==> src/rtl/eft_defs.vh <==
// Purpose: shared constants of the exposure and frame timing controller
// Assumes: 50 MHz system clock, 32-bit register port
// Notes  : included by bare name; definitions only
`ifndef EFT_DEFS_VH
`define EFT_DEFS_VH

// clock and line step timing
`define EFT_CLK_MHZ        50
`define EFT_LINE_STEP_NS   4560
`define EFT_LINE_STEP_CYC  ((`EFT_LINE_STEP_NS * `EFT_CLK_MHZ) / 1000)
// absolute fields are in units of 10 ns; one line step is 456 units
`define EFT_ABS_PER_STEP   10'h1C8

// register offsets (byte addresses)
`define EFT_REG_OUT_MODE   8'h00
`define EFT_REG_EXP_MODE   8'h04
`define EFT_REG_EXP_RAW    8'h08
`define EFT_REG_EXP_ABS    8'h0C
`define EFT_REG_FRM_RAW    8'h10
`define EFT_REG_FRM_ABS    8'h14
`define EFT_REG_STATUS     8'h18
`define EFT_REG_FRM_COUNT  8'h1C

// mode fields sit in bits 2:0
`define EFT_MODE_LSB       0
`define EFT_MODE_MSB       2

// output mode codes
`define EFT_OM_2T10        3'h0
`define EFT_OM_2T8         3'h1
`define EFT_OM_4T10        3'h2
`define EFT_OM_4T8         3'h3
`define EFT_OM_8T8         3'h4

// exposure control mode codes
`define EFT_XM_TRIG_EDGE   3'h0
`define EFT_XM_TRIG_LEVEL  3'h1
`define EFT_XM_TRIG_PROG   3'h2
`define EFT_XM_FREE_EDGE   3'h3
`define EFT_XM_FREE_PROG   3'h4

// status bit positions
`define EFT_ST_EXPOSING    0
`define EFT_ST_CTL_SIG     1
`define EFT_ST_TRIG_LVL    2
`define EFT_ST_CONV_BUSY   3

// reset values
`define EFT_OUT_MODE_RST   3'h0
`define EFT_EXP_MODE_RST   3'h0
`define EFT_EXP_RAW_RST    22'h000001
`define EFT_FRM_RAW_RST    22'h000100

`endif

==> src/rtl/eft_abs_quant.v <==
// Purpose: converts an absolute time (10 ns units) to whole line steps
// Assumes: start is a one-cycle pulse; 32 cycles per conversion
// Notes  : result rounds down and is clamped to at least one step
`include "eft_defs.vh"

module eft_abs_quant #(
   parameter QW = 22
) (
   input  wire          sys_clk_in,
   input  wire          rst_n_in,
   input  wire          start_in,
   input  wire [31:0]   dividend_in,
   output reg           busy_out,
   output reg           done_out,
   output reg  [QW-1:0] quot_out
);
   reg  [8:0]  rem;
   reg  [31:0] q;
   reg  [5:0]  cnt;
   wire [9:0]  trial = {rem, q[31]};
   wire        ge    = (trial >= `EFT_ABS_PER_STEP);
   wire [9:0]  diff  = trial - `EFT_ABS_PER_STEP;
   wire [31:0] q_nxt = {q[30:0], ge};
   wire        ovf   = |q_nxt[31:QW];

   // restoring divider, one quotient bit per cycle
   always @(posedge sys_clk_in or negedge rst_n_in) begin
      if (!rst_n_in) begin
         rem      <= 9'h000;
         q        <= 32'h00000000;
         cnt      <= 6'h00;
         busy_out <= 1'b0;
         done_out <= 1'b0;
         quot_out <= {QW{1'b0}};
      end else begin
         done_out <= 1'b0;
         if (start_in) begin
            rem      <= 9'h000;
            q        <= dividend_in;
            cnt      <= 6'h00;
            busy_out <= 1'b1;
         end else if (busy_out) begin
            rem <= ge ? diff[8:0] : trial[8:0];
            q   <= q_nxt;
            cnt <= cnt + 6'h01;
            if (cnt == 6'h1F) begin
               busy_out <= 1'b0;
               done_out <= 1'b1;
               // quantise: whole steps only, never below one
               if (ovf)
                  quot_out <= {QW{1'b1}};
               else if (q_nxt[QW-1:0] == {QW{1'b0}})
                  quot_out <= {{(QW-1){1'b0}}, 1'b1};
               else
                  quot_out <= q_nxt[QW-1:0];
            end
         end
      end
   end
endmodule // eft_abs_quant

==> src/rtl/eft_top.v <==
// Purpose: exposure and frame timing control with tap output formatting
// Assumes: 50 MHz sys clock; trigger and pixel clock are asynchronous pins
// Notes  : exposure and frame period are counted in 4.56 us line steps
`include "eft_defs.vh"

module eft_top #(
   parameter RAW_W = 22,
   parameter NTAP  = 8,
   parameter PIX_W = 10
) (
   input  wire                  sys_clk_in,
   input  wire                  rst_b_in,
   input  wire [7:0]            reg_addr_in,
   input  wire [31:0]           reg_wdata_in,
   input  wire                  reg_wr_in,
   input  wire                  reg_rd_in,
   output reg  [31:0]           reg_rdata_out,
   input  wire                  external_frame_trigger_in,
   input  wire                  pix_clk_in,
   input  wire [NTAP*PIX_W-1:0] src_data_in,
   input  wire                  src_valid_in,
   output wire                  src_ready_out,
   output reg  [NTAP*PIX_W-1:0] tap_data_out,
   output reg                   tap_valid_out,
   output wire [3:0]            tap_count_out,
   output wire                  pix_depth10_out,
   output reg                   exposing_out,
   output reg                   ctl_sig_out,
   output reg                   readout_start_out
);
   // the line step count fits eight bits at the clock rate in use
   localparam integer STEP_CYC_I = `EFT_LINE_STEP_CYC;
   localparam [7:0]   STEP_CYC   = STEP_CYC_I[7:0];

   // reset release synchroniser
   reg rst_meta;
   reg rst_n;
   always @(posedge sys_clk_in or negedge rst_b_in) begin
      if (!rst_b_in) begin
         rst_meta <= 1'b0;
         rst_n    <= 1'b0;
      end else begin
         rst_meta <= 1'b1;
         rst_n    <= rst_meta;
      end
   end

   // pin synchronisers and edge detection
   reg trig_meta, trig_s, trig_d;
   reg pclk_meta, pclk_s, pclk_d;
   always @(posedge sys_clk_in or negedge rst_n) begin
      if (!rst_n) begin
         trig_meta <= 1'b0;
         trig_s    <= 1'b0;
         trig_d    <= 1'b0;
         pclk_meta <= 1'b0;
         pclk_s    <= 1'b0;
         pclk_d    <= 1'b0;
      end else begin
         trig_meta <= external_frame_trigger_in;
         trig_s    <= trig_meta;
         trig_d    <= trig_s;
         pclk_meta <= pix_clk_in;
         pclk_s    <= pclk_meta;
         pclk_d    <= pclk_s;
      end
   end
   wire trig_rise = trig_s & ~trig_d;
   wire pclk_rise = pclk_s & ~pclk_d;

   // configuration registers
   reg [2:0]       out_mode;
   reg [2:0]       exp_mode;
   reg [RAW_W-1:0] exp_raw;
   reg [RAW_W-1:0] frm_raw;
   reg [31:0]      frm_count;
   reg             restart;

   wire             wr_om   = reg_wr_in & (reg_addr_in == `EFT_REG_OUT_MODE);
   wire             wr_xm   = reg_wr_in & (reg_addr_in == `EFT_REG_EXP_MODE);
   wire             wr_xraw = reg_wr_in & (reg_addr_in == `EFT_REG_EXP_RAW);
   wire             wr_xabs = reg_wr_in & (reg_addr_in == `EFT_REG_EXP_ABS);
   wire             wr_fraw = reg_wr_in & (reg_addr_in == `EFT_REG_FRM_RAW);
   wire             wr_fabs = reg_wr_in & (reg_addr_in == `EFT_REG_FRM_ABS);
   wire [2:0]       wmode   = reg_wdata_in[`EFT_MODE_MSB:`EFT_MODE_LSB];
   wire [RAW_W-1:0] wraw    = reg_wdata_in[RAW_W-1:0];
   wire [RAW_W-1:0] one_raw = {{(RAW_W-1){1'b0}}, 1'b1};
   wire             om_ok   = (wmode <= `EFT_OM_8T8);
   wire             xm_ok   = (wmode <= `EFT_XM_FREE_PROG);

   // absolute-time converters: index 0 exposure, index 1 frame period
   wire [1:0]       cv_start = {wr_fabs, wr_xabs};
   wire [1:0]       cv_busy;
   wire [1:0]       cv_done;
   wire [RAW_W-1:0] cv_quot [0:1];
   genvar c;
   generate
      for (c = 0; c < 2; c = c + 1) begin : g_conv
         eft_abs_quant #(.QW(RAW_W)) u_quant (
            .sys_clk_in  (sys_clk_in),
            .rst_n_in    (rst_n),
            .start_in    (cv_start[c]),
            .dividend_in (reg_wdata_in),
            .busy_out    (cv_busy[c]),
            .done_out    (cv_done[c]),
            .quot_out    (cv_quot[c])
         );
      end
   endgenerate

   // register writes; unsupported mode codes leave the field unchanged
   always @(posedge sys_clk_in or negedge rst_n) begin
      if (!rst_n) begin
         out_mode <= `EFT_OUT_MODE_RST;
         exp_mode <= `EFT_EXP_MODE_RST;
         exp_raw  <= `EFT_EXP_RAW_RST;
         frm_raw  <= `EFT_FRM_RAW_RST;
         restart  <= 1'b1;
      end else begin
         restart <= 1'b0;
         if (wr_om && om_ok)
            out_mode <= wmode;
         if (wr_xm && xm_ok) begin
            exp_mode <= wmode;
            restart  <= 1'b1;
         end
         // raw or absolute exposure, whole steps of at least one
         if (wr_xraw)
            exp_raw <= (wraw == {RAW_W{1'b0}}) ? one_raw : wraw;
         else if (cv_done[0])
            exp_raw <= cv_quot[0];
         if (wr_fraw)
            frm_raw <= (wraw == {RAW_W{1'b0}}) ? one_raw : wraw;
         else if (cv_done[1])
            frm_raw <= cv_quot[1];
      end
   end

   // read data, valid in the cycle after the read strobe only
   wire [31:0] exp_abs = {{(32-RAW_W){1'b0}}, exp_raw} *
                         {22'h000000, `EFT_ABS_PER_STEP};
   wire [31:0] frm_abs = {{(32-RAW_W){1'b0}}, frm_raw} *
                         {22'h000000, `EFT_ABS_PER_STEP};
   reg  [31:0] rd_mux;
   always @* begin
      rd_mux = 32'h00000000;
      case (reg_addr_in)
         `EFT_REG_OUT_MODE:  rd_mux = {29'h00000000, out_mode};
         `EFT_REG_EXP_MODE:  rd_mux = {29'h00000000, exp_mode};
         `EFT_REG_EXP_RAW:   rd_mux = {{(32-RAW_W){1'b0}}, exp_raw};
         `EFT_REG_EXP_ABS:   rd_mux = exp_abs;
         `EFT_REG_FRM_RAW:   rd_mux = {{(32-RAW_W){1'b0}}, frm_raw};
         `EFT_REG_FRM_ABS:   rd_mux = frm_abs;
         `EFT_REG_STATUS: begin
            rd_mux[`EFT_ST_EXPOSING]  = exposing_out;
            rd_mux[`EFT_ST_CTL_SIG]   = ctl_sig_out;
            rd_mux[`EFT_ST_TRIG_LVL]  = trig_s;
            rd_mux[`EFT_ST_CONV_BUSY] = |cv_busy;
         end
         `EFT_REG_FRM_COUNT: rd_mux = frm_count;
         default:            rd_mux = 32'h00000000;
      endcase
   end
   always @(posedge sys_clk_in or negedge rst_n) begin
      if (!rst_n)
         reg_rdata_out <= 32'h00000000;
      else if (reg_rd_in)
         reg_rdata_out <= rd_mux;
      else
         reg_rdata_out <= 32'h00000000;
   end

   // exposure sequencer, paced by the line step
   reg  [7:0]       step_cnt;
   reg  [RAW_W-1:0] exp_left;
   reg  [RAW_W-1:0] per_left;
   reg              fr_first;
   wire             step_tick = (step_cnt == STEP_CYC - 8'h01);
   wire             per_start = fr_first | (step_tick & (per_left == one_raw));

   always @(posedge sys_clk_in or negedge rst_n) begin
      if (!rst_n) begin
         step_cnt          <= 8'h00;
         exp_left          <= {RAW_W{1'b0}};
         per_left          <= {RAW_W{1'b0}};
         fr_first          <= 1'b0;
         exposing_out      <= 1'b0;
         ctl_sig_out       <= 1'b0;
         readout_start_out <= 1'b0;
      end else begin
         readout_start_out <= 1'b0;
         step_cnt <= step_tick ? 8'h00 : step_cnt + 8'h01;
         if (restart) begin
            step_cnt     <= 8'h00;
            exp_left     <= {RAW_W{1'b0}};
            per_left     <= {RAW_W{1'b0}};
            fr_first     <= 1'b1;
            exposing_out <= 1'b0;
            ctl_sig_out  <= 1'b0;
         end else begin
            case (exp_mode)
               `EFT_XM_TRIG_EDGE: begin
                  ctl_sig_out <= trig_s;
                  if (trig_rise) begin
                     readout_start_out <= 1'b1;
                     exposing_out      <= 1'b1;
                  end
               end
               `EFT_XM_TRIG_LEVEL: begin
                  ctl_sig_out  <= trig_s;
                  exposing_out <= ~trig_s;
                  if (trig_rise)
                     readout_start_out <= 1'b1;
               end
               `EFT_XM_TRIG_PROG: begin
                  ctl_sig_out <= trig_s;
                  // a rise during a running exposure is ignored
                  if (trig_rise && exp_left == {RAW_W{1'b0}}) begin
                     step_cnt     <= 8'h00;
                     exp_left     <= exp_raw;
                     exposing_out <= 1'b1;
                  end else if (step_tick && exp_left != {RAW_W{1'b0}}) begin
                     exp_left <= exp_left - one_raw;
                     if (exp_left == one_raw) begin
                        exposing_out      <= 1'b0;
                        readout_start_out <= 1'b1;
                     end
                  end
               end
               `EFT_XM_FREE_EDGE, `EFT_XM_FREE_PROG: begin
                  if (per_start) begin
                     if (fr_first)
                        step_cnt <= 8'h00;
                     fr_first     <= 1'b0;
                     per_left     <= frm_raw;
                     exposing_out <= 1'b1;
                     if (exp_mode == `EFT_XM_FREE_EDGE) begin
                        ctl_sig_out       <= 1'b1;
                        readout_start_out <= 1'b1;
                     end else begin
                        ctl_sig_out <= 1'b0;
                        exp_left    <= exp_raw;
                     end
                  end else if (step_tick) begin
                     per_left <= per_left - one_raw;
                     if (exp_mode == `EFT_XM_FREE_EDGE)
                        ctl_sig_out <= 1'b0;
                     else if (exp_left != {RAW_W{1'b0}}) begin
                        exp_left <= exp_left - one_raw;
                        if (exp_left == one_raw) begin
                           ctl_sig_out       <= 1'b1;
                           exposing_out      <= 1'b0;
                           readout_start_out <= 1'b1;
                        end
                     end
                  end
               end
               default: begin
                  exposing_out <= 1'b0;
                  ctl_sig_out  <= 1'b0;
               end
            endcase
         end
      end
   end

   // frame counter, one per readout start
   always @(posedge sys_clk_in or negedge rst_n) begin
      if (!rst_n)
         frm_count <= 32'h00000000;
      else if (readout_start_out)
         frm_count <= frm_count + 32'h00000001;
   end

   // tap count and depth decoded from the output mode
   reg [3:0] ntap;
   reg       depth10;
   always @* begin
      ntap    = 4'h2;
      depth10 = 1'b1;
      case (out_mode)
         `EFT_OM_2T10: begin ntap = 4'h2; depth10 = 1'b1; end
         `EFT_OM_2T8:  begin ntap = 4'h2; depth10 = 1'b0; end
         `EFT_OM_4T10: begin ntap = 4'h4; depth10 = 1'b1; end
         `EFT_OM_4T8:  begin ntap = 4'h4; depth10 = 1'b0; end
         `EFT_OM_8T8:  begin ntap = 4'h8; depth10 = 1'b0; end
         default:      begin ntap = 4'h2; depth10 = 1'b1; end
      endcase
   end
   assign tap_count_out   = ntap;
   assign pix_depth10_out = depth10;
   assign src_ready_out   = pclk_rise;

   // one pixel word per pixel clock rise
   always @(posedge sys_clk_in or negedge rst_n) begin
      if (!rst_n)
         tap_valid_out <= 1'b0;
      else if (pclk_rise)
         tap_valid_out <= src_valid_in;
   end

   // per-tap formatting: unused taps zero, 8-bit keeps the upper bits
   genvar t;
   generate
      for (t = 0; t < NTAP; t = t + 1) begin : g_tap
         wire [PIX_W-1:0] pin = src_data_in[t*PIX_W +: PIX_W];
         always @(posedge sys_clk_in or negedge rst_n) begin
            if (!rst_n)
               tap_data_out[t*PIX_W +: PIX_W] <= {PIX_W{1'b0}};
            else if (pclk_rise) begin
               if (t >= ntap || !src_valid_in)
                  tap_data_out[t*PIX_W +: PIX_W] <= {PIX_W{1'b0}};
               else if (depth10)
                  tap_data_out[t*PIX_W +: PIX_W] <= pin;
               else
                  tap_data_out[t*PIX_W +: PIX_W] <=
                     {{(PIX_W-8){1'b0}}, pin[PIX_W-1:PIX_W-8]};
            end
         end
      end
   endgenerate
endmodule // eft_top

==> config.mk <==
export PLATFORM = sky130hd
export DESIGN_NAME = eft_top
export DESIGN_NICKNAME = d
export VERILOG_FILES = /design/src/rtl/eft_abs_quant.v /design/src/rtl/eft_top.v
export VERILOG_INCLUDE_DIRS = /design/src /design/src/rtl
export SDC_FILE = /design/constraint.sdc
export NUM_CORES = 1
export LEC_CHECK = 0
export ABC_AREA = 1
export BUFFER_PORTS_ARGS = -buffer_cell sky130_fd_sc_hd__buf_2
export CAP_MARGIN = 0
export CELL_PAD_IN_SITES_DETAIL_PLACEMENT = 1
export CELL_PAD_IN_SITES_GLOBAL_PLACEMENT = 1
export CORE_ASPECT_RATIO = 1.2
export CORE_UTILIZATION = 40
export CTS_CLUSTER_DIAMETER = 60
export DETAILED_ROUTE_END_ITERATION = 8
export MAX_ROUTING_LAYER = met4
export PLACE_DENSITY = 0.75
export SYNTH_ARGS = -nofsm -noshare
export SYNTH_HDL_FRONTEND = slang
export SYNTH_HIERARCHICAL = 1
export SYNTH_SLANG_ARGS = --single-unit
==> constraint.sdc <==
create_clock -name sys_clk_in -period 16.88 [get_ports sys_clk_in]
set_clock_uncertainty 0.15 [all_clocks]
set_input_delay 3.376 -clock sys_clk_in [delete_from_list [all_inputs] [get_ports sys_clk_in]]
set_output_delay 3.376 -clock sys_clk_in [all_outputs]
set_load 0.02 [all_outputs]
### Word level (Yosys, flattened, before mapping)

Index checks and enable logic that the tools add are counted.

| storage, ports and cells | value |
|---|---|
| bits of input ports | 127 |
| output and inout bits | 122 |
| word-level logic and storage cells | 257 |
| bits in registers | 402 |

| operators by class | value |
|---|---|
| equal/unequal tests | 28 |
| magnitude comparators | 11 |
| bitwise logic cells | 15 |
| reduce and logical (&&, ||, !) cells | 43 |
| muxes and demuxes | 107 |
| add/subtract/negate cells | 8 |
| $mul | 2 |

Operators with widths:

| kind | number |
|---|---|
| $mux 22 | 21 |
| $mux 10 | 16 |
| $mux 32 | 5 |
| $pmux 28 s5 | 1 |
| $logic_not 22->1 | 4 |
| $mul 22x6->28 const B | 2 |
| $mux 9 | 6 |
| $eq 22x1->1 const B | 2 |
| $pmux 22 s2 | 1 |
| $sub 22x1->22 const B | 2 |
| $mux 1 | 42 |
| $mux 8 | 5 |
| $add 32x1->32 const B | 1 |
| $eq 8x5->1 const B | 4 |
| $pmux 4 s8 | 1 |
| $mux 6 | 4 |
| $reduce_bool 22->1 | 1 |
| $ge 10x9->1 const B | 2 |
| $reduce_or 10->1 | 2 |
| $sub 9x9->9 const B | 2 |
| $eq 8x4->1 const B | 2 |
| $ge 3x4->1 const A | 4 |
| $ne 4x4->1 const B | 4 |
| $pmux 8 s2 | 1 |
| other kinds (32) | 79 |

### Longest topological paths before layout

Gate-level depths: netlist of run 1.

| depth | value |
|---|---|
| depth in word-level cells | 8 |
| depth in mapped cells | 21 |

### Modules after synthesis

Netlist of run 1, hierarchy kept.

Modules (own cells, without submodules):

| module | seq. area each (um^2) | cells an instance | instances | area each (um^2) |
|---|---|---|---|---|
| eft_top | 6510.0 | 2702 | 1 | 19814.0 |
| eft_abs_quant | 1776.7 | 354 | 2 | 3251.9 |

### Worst setup path before layout of run 1

OpenSTA, ideal clock, no wires.

| timing | value |
|---|---|
| path type | in2reg |
| start | input reg_addr_in[7] |
| end | register g_conv[1].u_quant.quot_out[0] |
| setup slack | 11695 ps |
| arrival time | 4922 ps |
| setup time | 113 ps |
| data required time | 16617 ps |
| buffers on the path | 1 |
| stages | 16 |
| path through | nor2_1 -> nand2_1 -> nor2_2 -> inv_2 -> nor2_1 -> inv_2 -> nor2_1 -> buf_6 -> inv_2 -> nand2_1 -> nor2_2 -> nand2_4 -> inv_4 -> or2_2 -> nand2_1 -> inv_1 |

| on the way | value |
|---|---|
| word-level cells in the longest chain between the ends | 4 |

Ends and longest elaborated chain:

| element | RTL line | source |
|---|---|---|
| from (decl) | eft_top.v:13 | `input wire [7:0] reg_addr_in,` |
| $eq 8x5->1 | -- |  |
| $and 1x1->1 | eft_top.v:84 | `` wire wr_fabs = reg_wr_in & (reg_addr_in == `EFT_REG_FRM_ABS); `` |
| net wr_fabs | eft_top.v:84 |  |
| $not 1->1 (no source line) | -- |  |
| $reduce_and 3->1 (no source line) | -- |  |
| to (signal assigned) | eft_abs_quant.v:51 | `quot_out <= {QW{1'b1}};` |
| to (signal assigned) | eft_abs_quant.v:53 | `quot_out <= {{(QW-1){1'b0}}, 1'b1};` |
| to (signal assigned) | eft_abs_quant.v:55 | `quot_out <= q_nxt[QW-1:0];` |
| to (decl) | eft_abs_quant.v:15 | `output reg [QW-1:0] quot_out` |

The timed path passes the listed nets, and every way through them passes these cells.
A chain may end at the register's enable or synchronous reset.

### Worst setup path after layout of run 1

| timing | value |
|---|---|
| start | input reg_addr_in[7] |
| end | register g_conv[1].u_quant.cnt[3] |

| on the way | value |
|---|---|
| word-level cells in the longest chain between the ends | 3 |
| elaborated cells between the ends (all ways) | 4 |
| those cells by class | 1 x eq/ne; 1 x mux; 1 x bitwise; 1 x reduce/logical |

Ends and longest elaborated chain:

| element | RTL line | source |
|---|---|---|
| $eq 8x5->1 (*) | -- |  |
| $and 1x1->1 (*) | eft_top.v:84 |  |
| net wr_fabs | eft_top.v:84 |  |
| $mux 6 or $reduce_bool 2->1 (tied branches) | -- |  |
| to (signal assigned) | eft_abs_quant.v:45 | `cnt <= cnt + 6'h01;` |
| to (decl) | eft_abs_quant.v:19 | `reg [5:0] cnt;` |

The timed path passes the listed nets; every way through them passes the cells marked *.

==> results of run 1 <==
state kept, by name (all words and copies together), names as in the netlist, 18 cells and up:
name,count
frm_raw,22
tap_data_out,80
g_conv.u_quant/rem,18
g_conv.u_quant/q,64
exp_raw,22
per_left,22
exp_left,22
reg_rdata_out,32
g_conv.u_quant/quot_out,44
frm_count,32
through the flow:
stage / instance area, um^2 / std cells / worst slack (ps)
2_1_floorplan: 26300 / 3410 / 4700
3_3_place_gp: 28100 / 4385 / 9750
3_5_place_dp: 28100 / 4385 / 9670
4_1_cts: 29800 / 4472 / 10300
5_1_grt: 29800 / 4479 / 9930
6_report: 29800 / 4481 / 10280
per-layer routing:
layer,up-vias,GRT usage
met5,-,-
li1,11400,-
met3,150,0.0333
met1,12000,0.342
met4,0,0.101
met2,529,0.464
final timing paths:
check | slack (ps) | cells past startpoint | from | end
max | 10280 | 17 | reg_addr_in[7] | g_conv[1].u_quant/cnt[3]
min reg2reg | 200 | 0 | pclk_meta | pclk_s
max reg2reg | 12630 | 16 | exp_raw[17] | reg_rdata_out[25]
min in group asynchronous | 230 | 0 | rst_n | g_conv[0].u_quant/q[27]
min | 200 | 0 | pclk_meta | pclk_s
max in group asynchronous | 13910 | 2 | rst_n | pclk_d
critical path, cell delays in order:
cell     delay, ps
buf_2           90
nor2_1          90
nand2_1        130
nor2_2         350
inv_2           50
nor2_1         110
buf_4          290
inv_2          190
nor2_1         140
buf_4          280
inv_2          380
nand2_2        660
inv_2          290
nor2_1         230
nand3_1         90
nand2_1         70
nor2_1          50
cells by family (layout without fill, tap and decap cells):
logic type | count (synthesis) | after routing | share of synthesized area
AO/OA/AOI/OAI | 604 | 604 | 0.137
XOR/XNOR | 60 | 60 | 0.0200
adder cells (fa/ha/maj) | 196 | 196 | 0.115
buffers and inverters | 670 | 900 | 0.102
flip-flops | 402 | 402 | 0.382
other | 2 | 11 | 0.000285
AND/OR/NAND/NOR | 1476 | 1476 | 0.242
cell usage in the layout (no fill, tap or decap), drive strengths merged, types with 3 or more instances in the layout:
cell type    n
nor4         6
o31ai       16
nor2       370
buf        257
nand3b      14
ha         118
diode        9
nand2      770
bufinv       6
fa          78
nand3      221
nand4       39
o21ai      265
a41oi        3
a22oi       14
xnor2       12
a21oi      122
a31oi       43
o221ai       4
o211ai      51
nor3        34
o21bai       3
clkinv       9
dfstp        3
or2         14
xor2        48
clkbuf      70
o22ai       72
and2         5
inv        556
dfrtp      399
layout make-up:
cell class,count,area [um^2]
Clock buffer,70,1390
Sequential cell,402,10100
Fill cell,8144,35000
Tap cell,832,1040
Clock inverter,17,290
Antenna cell,9,22.5
Inverter,556,2090
Multi-Input combinational cell,2338,13600
Timing Repair Buffer,257,1330
==> metrics.txt, run 1 <==
detailed-route wire length per cell=20.0 um; antenna violations before repair=8; starting density of the core=0.406; detailed-route DRC error count=0; global-route wire length before repair=141 mm; Min Hold Slack=200 ps; share of layout cells above drive strength 1=0.132; post-DP HPWL=68.6 mm; CP arrival=6930 ps; worst hold path type=reg -> reg; met2 wire length=44.0 mm; worst-skew pair later-pin latency=610 ps; cell area after synthesis=26300 um^2; post-CTS setup buffer count=0; GRT Total Usage=0.276; area grow syn2layout=13.2%; Die Ht=283 um; Core Rows=102; Clock transition at path regs=60 ps; Synth cell types=58; Routed WL=89.6 mm; Top Layer Used=met4; via count=24000; Final GP Congestion=0.944; die width=236 um; die area=66800 um^2; max_cap viols=0; dominant cell type by area after synthesis=dfrtp_1; Final #Nets=3925; CTS tree=yes; Max Buffers Root-to-Sink=3; pin count of the biggest net entering global routing=79; Setup TNS Final=0 ps; number of I/O pins=249; Final Core Density=0.460; met3 wire len=3.73 mm; critical path class=in -> reg; core area=64800 um^2; PostCTS Resize Cnt=0; Synth Flop Type=dfrtp_1; Post-Synthesis Net Count=3733; crit start category=input port; GRT Residual Overflow=0; critical path fanouts, max=48; IO buf count=239; pin slew with the least headroom to its limit=1130 ps; Async SR Flop Fraction=1.00; most common cell in the netlist=nand2_1; synth top area cells=dfrtp_1, nand2_1, inv_1; Post-DRT Antenna Nets=0; CTS root buf=clkbuf_16; RSZ-0062 raised after global routing=no; syn_area_per_cell=7.72 um^2; final worst path period share=0.391; Worst EP required=17210 ps; #FFs+latches synth=402; Synth top cells by count=nand2_1, inv_1, dfrtp_1, nor2_1, o21ai_0; Ys Warns=6; Seq/Total Area, Yosys=0.382; DRT iter0 DRCs=1388; CTS Sinks=402; crit end category=flop; Final Hold Viols=0; vias in the first global route=24800; top-area cell type share of the netlist area=0.379; CTS Buf Count=47; min Tclk post-route=6600 ps; CTS Hold Bufs=0; wire length on met1=38.6 mm; vias per cell=5.35; Slew HR=0.248; fmax=152 MHz; drt first pass iters=5; # setup viols final=0; max-slew violation count=0; CTS H-tree lvls=2; cell count after synthesis=3410; status=completed; Post-synth EDFFs=0
Power of run 1 is left out: the tool's default activity adds up to more than one toggle a clock period on the data nets, which glitch-free logic cannot reach.
==> inputs of run 2 (changes only) <==
==> constraint.sdc (replaced) <==
create_clock -name sys_clk_in -period 6.66 [get_ports sys_clk_in]
set_clock_uncertainty 0.15 [all_clocks]
set_input_delay 1.332 -clock sys_clk_in [delete_from_list [all_inputs] [get_ports sys_clk_in]]
set_output_delay 1.332 -clock sys_clk_in [all_outputs]
set_load 0.02 [all_outputs]
==> metrics.txt, run 2 (same netlist as run 1, synthesis figures left out) <==
Max Buffers Root-to-Sink=3 (unchanged); GRT Total Usage=0.279 (+0.00269); HP Start=pclk_meta; Worst EP required=7010 ps (-10200 ps); FF-to-FF End=reg_rdata_out[25]; post-CTS setup buffer count=0 (unchanged); Core Rows=102 (unchanged); Setup crit start=reg_addr_in[7]; post-DP HPWL=68.7 mm (+0.16%); pin slew with the least headroom to its limit=1120 ps (-9.72 ps); min Tclk post-route=4440 ps; vias in the first global route=24300 (-2.2%); GRT Residual Overflow=0 (unchanged); Clock transition at path regs=60 ps (about the same); number of I/O pins=249 (unchanged); most flop-heavy register=tap_data_out; Final Hold Viols=0 (unchanged); area of the multi-input gates=13600 um^2 (unchanged); non-filler cells, final=4477 (-0.089%); share of layout cells above drive strength 1=0.131 (-0.000954); final worst path period share=0.667; Die Ht=283 um (unchanged); commonest cells after routing, fill and taps aside=nand2_1, inv_1, dfrtp_1; PostCTS Resize Cnt=0 (unchanged); Top Registers=tap_data_out (80), g_conv.u_quant/q (64), g_conv.u_quant/quot_out (44); CTS Buf Count=48 (+2.1%); R2R cell count=16 (unchanged); CTS root buf=clkbuf_16; critical path class=in -> reg; RSZ-0062 raised after global routing=no; IO buf count=239 (unchanged); CTS tree=yes; max_cap viols=0 (unchanged); worst-skew pair later-pin latency=600 ps (about the same); die width=236 um (unchanged); detailed-route DRC error count=0 (unchanged); die area=66800 um^2 (unchanged); CP Capture Point=g_conv[1].u_quant/cnt[3]; Setup TNS Final=0 ps (unchanged); status=completed; pin count of the biggest net entering global routing=151 (+91%); worst hold path type=reg -> reg; DP Area=28100 um^2 (about the same); DRT iter0 DRCs=1546 (+11%); critical path fanouts, max=48 (unchanged); drt first pass iters=5 (unchanged); crit start category=input port; max reg flops=80 (unchanged); Design Area, Final=29700 um^2 (-0.34%); crit end category=flop; CTS Hold Bufs=0 (unchanged); area grow syn2layout=12.9%; Routed WL=90.6 mm (+1.1%); vias per cell=5.34 (-0.24%); worst r2r src=exp_raw[18]; Fill cells=8161 (+0.21%); # setup viols final=0 (unchanged); Seq. cell area=10100 um^2 (unchanged); Final #Nets=3923 (-0.051%); Slew HR=0.254 (+0.00650); antenna violations before repair=10 (+2); detailed-route wire length per cell=20.2 um (+1.2%); starting density of the core=0.406 (unchanged); CP arrival=4790 ps (-2140 ps); via count=23900 (-0.33%); global-route wire length before repair=142 mm (+0.76%); CTS Sinks=402 (unchanged); max-slew violation count=0 (unchanged); fmax=225 MHz; Post-DRT Antenna Nets=0 (unchanged); core area=64800 um^2 (unchanged); CTS H-tree lvls=2 (unchanged); dpl cells=4382 (-0.068%); FF-to-FF setup slack=2420 ps (-10210 ps); Final GP Congestion=0.943 (-0.12%); leading cell type in the layout, fill and taps excluded=nand2_1
[run 2: cell type report]
cell class	count	share of cell area
tap	832	0.0350
inverter	556	0.0704
sequential	402	0.339
timing repair buffer	254	0.0449
multi-input combinational	2338	0.457
clock buffer	65	0.0446
antenna	9	0.000758
clock inverter	21	0.00855
[run 2: routing by layer]
metal | up-vias | global-route usage | share of wire
li1 | 11400 | - | -
met1 | 11800 | 0.348 | 0.43
met2 | 546 | 0.462 | 0.49
met3 | 156 | 0.0382 | 0.046
met4 | 0 | 0.101 | 0.038
met5 | - | - | 0
[run 2: critical path, stage by stage]
cell and delay (ps):
buf_2 100, nor2_1 90, nand2_1 110, nor2_2 360
inv_2 40, nor2_1 120, buf_4 290, inv_2 180
nor2_1 300, inv_2 400, nand2_2 660, inv_2 300
nor2_1 260, nand3_1 100, nand2_1 70, nor2_1 50
[run 2: worst min-delay path by stage]
stage                     depth (start not counted)  endpoint
after detailed placement                          0     rst_n
final                                             0    pclk_s
after global routing                              0     rst_n
after CTS                                         0    pclk_s
after global placement                            0    trig_s
after floorplan                                   0    pclk_s
[run 2: stage by stage]
step	hold slack (ps)	setup WS, ps	utilization
global placement	184	1720	0.433
global route	215	1930	0.458
CTS	206	2270	0.458
floorplan	181	2560	-
detailed placement	189	1630	0.433
finish	204	2220	0.458
Power of run 2 is left out for the same reason.
